==> config.mk <==
export PLATFORM = sky130hd
export DESIGN_NAME = t2cc_regs
export DESIGN_NICKNAME = d
export VERILOG_FILES = /design/src/hdl/t2cc_pkg.sv /design/src/hdl/t2cc_capture_input.sv /design/src/hdl/t2cc_regs.sv
export SDC_FILE = /design/constraint.sdc
export NUM_CORES = 1
export LEC_CHECK = 0
export BUFFER_PORTS_ARGS = -buffer_cell sky130_fd_sc_hd__buf_2
export CAP_MARGIN = 30
export CORE_ASPECT_RATIO = 1.5
export CORE_UTILIZATION = 61
export DETAILED_ROUTE_END_ITERATION = 8
export PLACE_DENSITY = 0.82
export SLEW_MARGIN = 20
export SYNTH_ARGS = -nofsm -noshare
export SYNTH_HDL_FRONTEND = slang
export SYNTH_SLANG_ARGS = --single-unit
==> constraint.sdc <==
create_clock -name clk -period 3.9 [get_ports clk]
set_input_delay 0.78 -clock clk [delete_from_list [all_inputs] [get_ports clk]]
set_output_delay 0.78 -clock clk [all_outputs]
set_load 0.03 [all_outputs]
==> src/hdl/t2cc_pkg.sv <==
`default_nettype none
package t2cc_pkg;

  // ****************************************************************
  // Widths and basic types
  // ****************************************************************
  localparam int DATA_W = 16;
  localparam int ADDR_W = 16;

  typedef logic [DATA_W-1:0] t2cc_word_t;
  typedef logic [ADDR_W-1:0] t2cc_addr_t;

  localparam t2cc_word_t RESET_WORD = 16'h0000;

  // ****************************************************************
  // Register offsets
  // ****************************************************************
  localparam t2cc_addr_t ADDR_CAP_A_VALUE  = 16'h4582;
  localparam t2cc_addr_t ADDR_CAP_B_VALUE  = 16'h4584;
  localparam t2cc_addr_t ADDR_MATCH_A      = 16'h4588;
  localparam t2cc_addr_t ADDR_MATCH_B      = 16'h458A;
  localparam t2cc_addr_t ADDR_CAP_A_SETUP  = 16'h4592;
  localparam t2cc_addr_t ADDR_CAP_B_SETUP  = 16'h4594;
  localparam t2cc_addr_t ADDR_IRQ_ENABLE   = 16'h462C;
  localparam t2cc_addr_t ADDR_IRQ_STATUS   = 16'h4630;
  localparam t2cc_addr_t ADDR_IRQ_CLEAR    = 16'h4632;

  // ****************************************************************
  // Capture setup fields
  // ****************************************************************
  localparam int CFG_FILT_BIT = 8;
  localparam int CFG_EDGE_LSB = 5;
  localparam int CFG_EDGE_MSB = 6;

  typedef enum logic [1:0] {
    T2CC_EDGE_OFF,
    T2CC_EDGE_RISE,
    T2CC_EDGE_FALL,
    T2CC_EDGE_BOTH
  } t2cc_edge_e;

  typedef struct packed {
    logic       filt_en;
    t2cc_edge_e edge_sel;
  } t2cc_cap_cfg_s;

  localparam t2cc_cap_cfg_s CAP_CFG_RESET = '{filt_en: 1'b0, edge_sel: T2CC_EDGE_OFF};

  // ****************************************************************
  // Interrupt enable / status layout
  // ****************************************************************
  localparam int IRQ_T2_CAP_B  = 14;
  localparam int IRQ_T2_CAP_A  = 13;
  localparam int IRQ_T2_TOP    = 12;
  localparam int IRQ_T2_ZERO   = 11;
  localparam int IRQ_T2_CMP_B  = 10;
  localparam int IRQ_T2_CMP_A  = 9;
  localparam int IRQ_T2_WRAP   = 8;
  localparam int IRQ_T1_LSB    = 0;
  localparam int IRQ_T1_W      = 7;

  localparam t2cc_word_t IRQ_VALID_MASK = 16'h7F7F;

  // ****************************************************************
  // Capture channels
  // ****************************************************************
  localparam int NUM_CH = 2;
  localparam int CH_A   = 0;
  localparam int CH_B   = 1;

  // ****************************************************************
  // Timing
  // ****************************************************************
  localparam int CLK_PERIOD_NS  = 10;
  localparam int FILTER_TIME_NS = 40;
  localparam int FILTER_CYCLES  = (FILTER_TIME_NS + CLK_PERIOD_NS - 1) / CLK_PERIOD_NS;
  localparam int FILT_CNT_W     = 3;

  // ****************************************************************
  // Register port request
  // ****************************************************************
  typedef struct packed {
    t2cc_addr_t addr;
    t2cc_word_t wdata;
    logic       wr;
    logic       rd;
  } t2cc_bus_req_s;

endpackage
`default_nettype wire

==> src/hdl/t2cc_capture_input.sv <==
`timescale 1ns/1ps
`default_nettype none

module t2cc_capture_input (
  input  wire logic                   clk,
  input  wire logic                   rst,
  input  wire logic                   pin,
  input  wire t2cc_pkg::t2cc_cap_cfg_s cfg,
  output var  logic                   capture_pulse
);
  import t2cc_pkg::*;

  logic                  sync1_reg;
  logic                  sync2_reg;
  logic                  filt_level_reg;
  logic                  filt_level_next;
  logic [FILT_CNT_W-1:0] filt_cnt_reg;
  logic [FILT_CNT_W-1:0] filt_cnt_next;
  logic                  prev_level_reg;
  logic                  level;
  logic                  rise;
  logic                  fall;
  logic                  pulse_next;

  // ****************************************************************
  // Synchroniser, pin is asynchronous to clk
  // ****************************************************************
  always_ff @(posedge clk) begin
    if (rst) begin
      sync1_reg <= 1'b0;
      sync2_reg <= 1'b0;
    end else begin
      sync1_reg <= pin;
      sync2_reg <= sync1_reg;
    end
  end

  // ****************************************************************
  // Glitch filter
  // ****************************************************************
  // A new level is accepted only after it has held for the full filter time
  always_comb begin
    filt_level_next = filt_level_reg;
    filt_cnt_next   = '0;
    if (sync2_reg != filt_level_reg) begin
      if (filt_cnt_reg == FILT_CNT_W'(FILTER_CYCLES - 1)) begin
        filt_level_next = sync2_reg;
      end else begin
        filt_cnt_next = filt_cnt_reg + FILT_CNT_W'(1);
      end
    end
  end

  always_ff @(posedge clk) begin
    if (rst) begin
      filt_level_reg <= 1'b0;
      filt_cnt_reg   <= '0;
    end else begin
      filt_level_reg <= filt_level_next;
      filt_cnt_reg   <= filt_cnt_next;
    end
  end

  // ****************************************************************
  // Edge detection and selection
  // ****************************************************************
  always_comb begin
    level = cfg.filt_en ? filt_level_reg : sync2_reg;
    rise  = level & ~prev_level_reg;
    fall  = ~level & prev_level_reg;
    case (cfg.edge_sel)
      T2CC_EDGE_OFF:  pulse_next = 1'b0;
      T2CC_EDGE_RISE: pulse_next = rise;
      T2CC_EDGE_FALL: pulse_next = fall;
      T2CC_EDGE_BOTH: pulse_next = rise | fall;
      default:        pulse_next = 1'b0;
    endcase
  end

  always_ff @(posedge clk) begin
    if (rst) begin
      prev_level_reg <= 1'b0;
      capture_pulse  <= 1'b0;
    end else begin
      prev_level_reg <= level;
      capture_pulse  <= pulse_next;
    end
  end

endmodule

`default_nettype wire

==> src/hdl/t2cc_regs.sv <==
// Notes on behaviour
// Compare-A value register, read/write, cleared at reset, matched against count.
// Compare-B value register, read/write, cleared at reset, makes compare-B match.
// Capture-A register is read-only, holds count at last qualifying A edge.
// Capture-B register is read-only, holds count at last qualifying B edge.
// Edge-select zero disables capture and its capture event.
// Edge-select one rising, two falling, three both edges.
// Enable bit 12 gates the timer-two reach-threshold event onto the interrupt.
// Enable bit 11 gates the timer-two reach-zero event onto the interrupt.
// Captures latch timer two's current sixteen-bit running count.
// Setup bit 8 routes input through glitch filter; other non-edge bits read zero.
// Enable layout: t2 bits 14,13,12,11,10,9,8; t1 bits 6..0; bits 15,7 zero.
`timescale 1ns/1ps
`default_nettype none

module t2cc_regs (
  input  wire logic                   clk,
  input  wire logic                   rst,
  input  wire t2cc_pkg::t2cc_bus_req_s bus_req,
  output var  t2cc_pkg::t2cc_word_t   rd_data,
  input  wire t2cc_pkg::t2cc_word_t   timer2_running_count,
  input  wire logic                   t2_reach_threshold_evt,
  input  wire logic                   t2_reach_zero_evt,
  input  wire logic                   t2_overflow_evt,
  input  wire logic [6:0]             t1_event,
  input  wire logic                   cap_pin_a,
  input  wire logic                   cap_pin_b,
  output var  logic                   t2_match_a_evt,
  output var  logic                   t2_match_b_evt,
  output var  logic                   t2_capture_a_evt,
  output var  logic                   t2_capture_b_evt,
  output var  logic                   irq
);
  import t2cc_pkg::*;

  // ****************************************************************
  // Declarations
  // ****************************************************************
  t2cc_word_t    match_reg     [NUM_CH];
  t2cc_word_t    match_next    [NUM_CH];
  t2cc_word_t    cap_val_reg   [NUM_CH];
  t2cc_word_t    cap_val_next  [NUM_CH];
  t2cc_cap_cfg_s cfg_reg       [NUM_CH];
  t2cc_cap_cfg_s cfg_next      [NUM_CH];
  logic          cap_pulse     [NUM_CH];
  logic          eq_prev_reg   [NUM_CH];
  logic          eq_now        [NUM_CH];
  logic          match_pulse   [NUM_CH];
  logic          cap_pin       [NUM_CH];

  t2cc_word_t    irq_en_reg;
  t2cc_word_t    irq_en_next;
  t2cc_word_t    irq_stat_reg;
  t2cc_word_t    irq_stat_next;
  t2cc_word_t    irq_events;
  logic          irq_next;

  t2cc_word_t    rd_data_next;
  logic          wr_match      [NUM_CH];
  logic          wr_setup      [NUM_CH];

  // ****************************************************************
  // Helpers
  // ****************************************************************
  function automatic logic hit(input t2cc_bus_req_s req, input t2cc_addr_t where);
    hit = (req.addr == where);
  endfunction

  // Only the filter and edge fields exist; all other bits read zero
  function automatic t2cc_word_t pack_cfg(input t2cc_cap_cfg_s c);
    t2cc_word_t w;
    w = RESET_WORD;
    w[CFG_FILT_BIT] = c.filt_en;
    w[CFG_EDGE_MSB:CFG_EDGE_LSB] = c.edge_sel;
    pack_cfg = w;
  endfunction

  function automatic t2cc_cap_cfg_s unpack_cfg(input t2cc_word_t w);
    t2cc_cap_cfg_s c;
    c.filt_en  = w[CFG_FILT_BIT];
    c.edge_sel = t2cc_edge_e'(w[CFG_EDGE_MSB:CFG_EDGE_LSB]);
    unpack_cfg = c;
  endfunction

  assign cap_pin[CH_A] = cap_pin_a;
  assign cap_pin[CH_B] = cap_pin_b;

  assign wr_match[CH_A] = bus_req.wr && hit(bus_req, ADDR_MATCH_A);
  assign wr_match[CH_B] = bus_req.wr && hit(bus_req, ADDR_MATCH_B);
  assign wr_setup[CH_A] = bus_req.wr && hit(bus_req, ADDR_CAP_A_SETUP);
  assign wr_setup[CH_B] = bus_req.wr && hit(bus_req, ADDR_CAP_B_SETUP);

  // ****************************************************************
  // Per-channel compare and capture
  // ****************************************************************
  genvar ch;
  generate
    for (ch = 0; ch < NUM_CH; ch++) begin : g_ch
      t2cc_capture_input u_cap (
        .clk           (clk),
        .rst           (rst),
        .pin           (cap_pin[ch]),
        .cfg           (cfg_reg[ch]),
        .capture_pulse (cap_pulse[ch])
      );

      // A match is reported once, when the count first equals the value
      always_comb begin
        eq_now[ch]      = (timer2_running_count == match_reg[ch]);
        match_pulse[ch] = eq_now[ch] & ~eq_prev_reg[ch];
        match_next[ch]  = wr_match[ch] ? bus_req.wdata : match_reg[ch];
        cfg_next[ch]    = wr_setup[ch] ? unpack_cfg(bus_req.wdata) : cfg_reg[ch];
        // Capture registers ignore software writes
        cap_val_next[ch] = cap_pulse[ch] ? timer2_running_count : cap_val_reg[ch];
      end

      always_ff @(posedge clk) begin
        if (rst) begin
          match_reg[ch]   <= RESET_WORD;
          cap_val_reg[ch] <= RESET_WORD;
          cfg_reg[ch]     <= CAP_CFG_RESET;
          eq_prev_reg[ch] <= 1'b0;
        end else begin
          match_reg[ch]   <= match_next[ch];
          cap_val_reg[ch] <= cap_val_next[ch];
          cfg_reg[ch]     <= cfg_next[ch];
          eq_prev_reg[ch] <= eq_now[ch];
        end
      end
    end
  endgenerate

  // ****************************************************************
  // Event outputs
  // ****************************************************************
  always_ff @(posedge clk) begin
    if (rst) begin
      t2_match_a_evt   <= 1'b0;
      t2_match_b_evt   <= 1'b0;
      t2_capture_a_evt <= 1'b0;
      t2_capture_b_evt <= 1'b0;
    end else begin
      t2_match_a_evt   <= match_pulse[CH_A];
      t2_match_b_evt   <= match_pulse[CH_B];
      t2_capture_a_evt <= cap_pulse[CH_A];
      t2_capture_b_evt <= cap_pulse[CH_B];
    end
  end

  // ****************************************************************
  // Interrupt enable, status and output
  // ****************************************************************
  always_comb begin
    irq_events = RESET_WORD;
    irq_events[IRQ_T2_CAP_B] = cap_pulse[CH_B];
    irq_events[IRQ_T2_CAP_A] = cap_pulse[CH_A];
    irq_events[IRQ_T2_TOP]   = t2_reach_threshold_evt;
    irq_events[IRQ_T2_ZERO]  = t2_reach_zero_evt;
    irq_events[IRQ_T2_CMP_B] = match_pulse[CH_B];
    irq_events[IRQ_T2_CMP_A] = match_pulse[CH_A];
    irq_events[IRQ_T2_WRAP]  = t2_overflow_evt;
    irq_events[IRQ_T1_LSB +: IRQ_T1_W] = t1_event;
  end

  always_comb begin
    irq_en_next = irq_en_reg;
    if (bus_req.wr && hit(bus_req, ADDR_IRQ_ENABLE)) begin
      irq_en_next = bus_req.wdata & IRQ_VALID_MASK;
    end
    irq_stat_next = irq_stat_reg;
    if (bus_req.wr && hit(bus_req, ADDR_IRQ_CLEAR)) begin
      irq_stat_next = irq_stat_reg & ~bus_req.wdata;
    end
    // Set after clear so a same-cycle event survives the clear
    irq_stat_next = (irq_stat_next | irq_events) & IRQ_VALID_MASK;
    // Top and zero use bits 12 and 11, like every other event bit
    irq_next = |(irq_stat_next & irq_en_next);
  end

  always_ff @(posedge clk) begin
    if (rst) begin
      irq_en_reg   <= RESET_WORD;
      irq_stat_reg <= RESET_WORD;
      irq          <= 1'b0;
    end else begin
      irq_en_reg   <= irq_en_next;
      irq_stat_reg <= irq_stat_next;
      irq          <= irq_next;
    end
  end

  // ****************************************************************
  // Read port
  // ****************************************************************
  // Unmapped offsets and the write-only clear register read zero
  always_comb begin
    rd_data_next = RESET_WORD;
    if (bus_req.rd) begin
      case (bus_req.addr)
        ADDR_CAP_A_VALUE: rd_data_next = cap_val_reg[CH_A];
        ADDR_CAP_B_VALUE: rd_data_next = cap_val_reg[CH_B];
        ADDR_MATCH_A:     rd_data_next = match_reg[CH_A];
        ADDR_MATCH_B:     rd_data_next = match_reg[CH_B];
        ADDR_CAP_A_SETUP: rd_data_next = pack_cfg(cfg_reg[CH_A]);
        ADDR_CAP_B_SETUP: rd_data_next = pack_cfg(cfg_reg[CH_B]);
        ADDR_IRQ_ENABLE:  rd_data_next = irq_en_reg;
        ADDR_IRQ_STATUS:  rd_data_next = irq_stat_reg;
        default:          rd_data_next = RESET_WORD;
      endcase
    end
  end

  always_ff @(posedge clk) begin
    if (rst) begin
      rd_data <= RESET_WORD;
    end else begin
      rd_data <= rd_data_next;
    end
  end

endmodule

`default_nettype wire

==> summary.txt <==
Clock tree
  – Clk sink count: 137
  – Clock network latency to the later pin of the worst-skew pair: 0.42 ns
  – Clock Root Buffer: clkbuf_16
  – TritonCTS buffer count: 17
  – Deepest level of the CTS H-tree: 4
  – TritonCTS clock tree: built
  – Clock transition time at the flip-flop clock pins of the worst setup and hold paths: 0.05 ns
  – Max Root-Sink Buffers: 2
  – Post-CTS setup repair buffer count: 0
  – Hold-fix buffers, CTS: 0
  – Quantity of gates resized following cts: 0

Power
  – Switching Power: 0.000645 W
  – Fraction of power consumed by the clock network: 49.5%
  – Areal power density over the cells: 447 nW/um^2
  – Net Sw Frac: 20.9%
  – Sequential group share of total power: 46.1%
  – Power share of the combinational group: 4.5%
  – Leakage: 2.70 nW
  – Internal Pwr Total: 0.00243 W
  – Peak ir drop on the vdd network: 0.000453 V

Route
  – Iteration-0 DRC Markers: 525
  – Remaining design rule violation count: 0
  – Number of vias in the routed layout: 5217
  – Antenna-violating nets left: 0
  – First-pass detailed-route iteration total: 5
  – Final wirelength: 16100 um
  – Post-detailed-route wirelength per cell: 19.3 um
  – Vias per std cell: 6.23

Critical path
  – Arrival time at the worst endpoint: 2.98 ns
  – Endpoint kind of the worst setup timing path: flop
  – Crit-path max FO: 8
  – Start-to-end type of the worst setup path: in2reg
  – Cell-by-cell trace of the critical path: buf_2, nor4b_4, nand4_1, or3_1, a21oi_1, o22a_1, o2111ai_1, o41a_1
  – Startpoint types: input pin
  – Cell type of the slowest stage on the worst timing path: or3_1
  – WP data required: 4.20 ns
  – Maximum single-stage delay on the critical path: 0.46 ns

Finish
  – Most used cells in the layout excluding fill and tap cells: dfxtp_1, nand2_1, buf_2
  – Most frequent standard cell in the layout excluding fill and tap cells: dfxtp_1
  – Layout cell share with drive strength beyond 1: 18.2%
  – Post-layout instance count excluding filler cells: 837
  – Syn-to-layout area delta: 17.5%
  – Number of antenna diodes: 0
  – Total Nets Final: 789

Outcome
  – Run status: completed

Yosys
  – Fraction of registers with async set/reset: 0%
  – Post-synth top flop: dfxtp_1
  – Cell type with the largest total area after synthesis: dfxtp_1
  – Sequential fraction of the synthesis area: 46.8%
  – Syn avg cell area: 9.12 um^2
  – Largest cells by area after synthesis: dfxtp_1, mux2i_1, nand2_1, a22oi_1, xor2_1
  – Count of cell types in the netlist: 50
  – Count of synthesis-stage warnings from yosys: 0
  – Synth Register Bits: 137
  – Post-synth net total: 715
  – Cell count after synthesis: 643
  – EDFF count, synth: 0
  – Yosys top cell area share: 46.8%
  – Post-synthesis instance area: 5860 um^2

Floorplanning
  – Area of the core region: 9310 um^2
  – Total number of placement rows: 43
  – Initial core utilization: 63.0%
  – Die height: 122 um
  – Die ar.: 10000 um^2
  – Chip Width: 82.1 um
  – Top-level port count: 85

Timing
  – Hold Vio Cnt, Final: 0
  – Max Transition Viols Final: 0
  – Period utilization: 68.8%
  – Unrepaired setup endpoints after global routing: no
  – Highest clock rate: 0.373 GHz
  – Slew at the pin with the worst max-slew slack: 0.785 ns
  – Final critical-path required period: 2.68 ns
  – Relative slew slack: 47.6%
  – Setup TNS after final layout: 0 ns
  – Setup violations, final: 0
  – Smallest setup slack after layout: 1.22 ns
  – Worst Skew: 0.00580 ns

Placement
  – Hpwl dp: 11000 um
  – Worst Setup Slack post-DPL: 0.848 ns
  – Quantity of I/O buffers inserted on ports: 84
  – Gpl congestion: 0.943
  – Instance count after placement with tap cells included: 810

Hold path
  – Worst hold path type: reg2reg

Global routing
  – Maximum number of pins on one net before global-route repair: 61
  – Total routing usage reported by global routing: 34.2%
  – Initial antenna violation count: 0
  – Wire length of the first global-routing pass: 25000 um
  – Total grt overflow: 0
  – Vias in the first global route: 5089

Job
  – Total of max-cap violations: 0
## power groups by stage
stage / Sequential (W) / Combinational, W / Clock (W)
floorplan: 0.00144 / 0.0000605 / 0
CTS: 0.00142 / 0.000135 / 0.00153
global placement: 0.00145 / 0.000130 / 0
detailed placement: 0.00145 / 0.000133 / 0
finish: 0.00142 / 0.000137 / 0.00152
global route: 0.00142 / 0.000146 / 0.00159
## path summary, 6_finish.rpt
path,from,end,slack (ns),cells after the start
worst min-delay path,g_ch[1].u_cap.filt_cnt_reg[0],g_ch[1].u_cap.filt_cnt_reg[0],0.41,1
worst min register to register,g_ch[1].u_cap.filt_cnt_reg[0],g_ch[1].u_cap.filt_cnt_reg[0],0.41,1
worst max-delay path,bus_req[29],irq,1.22,8
worst max register to register,match_reg[0][12],irq,1.84,7
## per-stage QoR
stage	util [%]	area [um^2]	power (W)	hold WS, ns
finish	74.0	6890	0.00308	0.414
global route	74.0	6890	0.00315	0.433
CTS	74.0	6890	0.00308	0.421
detailed placement	68.1	6340	0.00158	0.411
global placement	68.1	6340	0.00158	0.407
floorplan	-	5860	0.00151	0.396
## cells in the mapped netlist (all sizes together), types with 2 or more instances
cell	n
o21ai	7
nand3	9
nor3	6
or3	5
a22oi	40
nor4b	5
mux2i	50
and4	3
mux2	4
xor2	33
inv	13
and3	4
xnor2	2
buf	14
nand4	6
nor2b	14
a21oi	48
nand2	85
nor2	76
o21a	2
a22o	3
a222oi	2
dfxtp	137
o22a	2
clkbuf	26
nor4	8
ha	8
a31oi	14
a221oi	3
## layer usage
layer | track usage [%] | up-vias | routed length (um)
met4 | 23.2 | 0 | 1060
met3 | 10.0 | 95 | 1410
met5 | 0 | - | 0
met1 | 37.3 | 2429 | 5790
met2 | 55.9 | 297 | 7850
li1 | - | 2396 | -
## worst max-delay path: cells and delay by family
kind            cells  cell delay, ns
simple gates        3            1.21
compound gates      4            0.87
buf+inv             1            0.12
## final cells by class
type                    count  area [um^2]
multi-input cells         453         2910
repair buffers             95          505
fillers                   654         2420
well taps                 112          140
flip-flops and latches    137         2740
inverters                  13         48.8
clock inverters             3         67.6
clock buffers              24          482
## cell families after synthesis
| logic type | Yosys count | share of synthesized area (%) |
|---|---|---|
| AND/OR/NAND/NOR | 227 | 18.7 |
| XOR/XNOR | 35 | 5.23 |
| flip-flops | 137 | 46.8 |
| AO/OA/AOI/OAI | 129 | 14.5 |
| multiplexers | 54 | 9.37 |
| buffers and inverters | 53 | 3.67 |
| adder cells (fa/ha/maj) | 8 | 1.71 |
(Power assumes the default switching activity.)
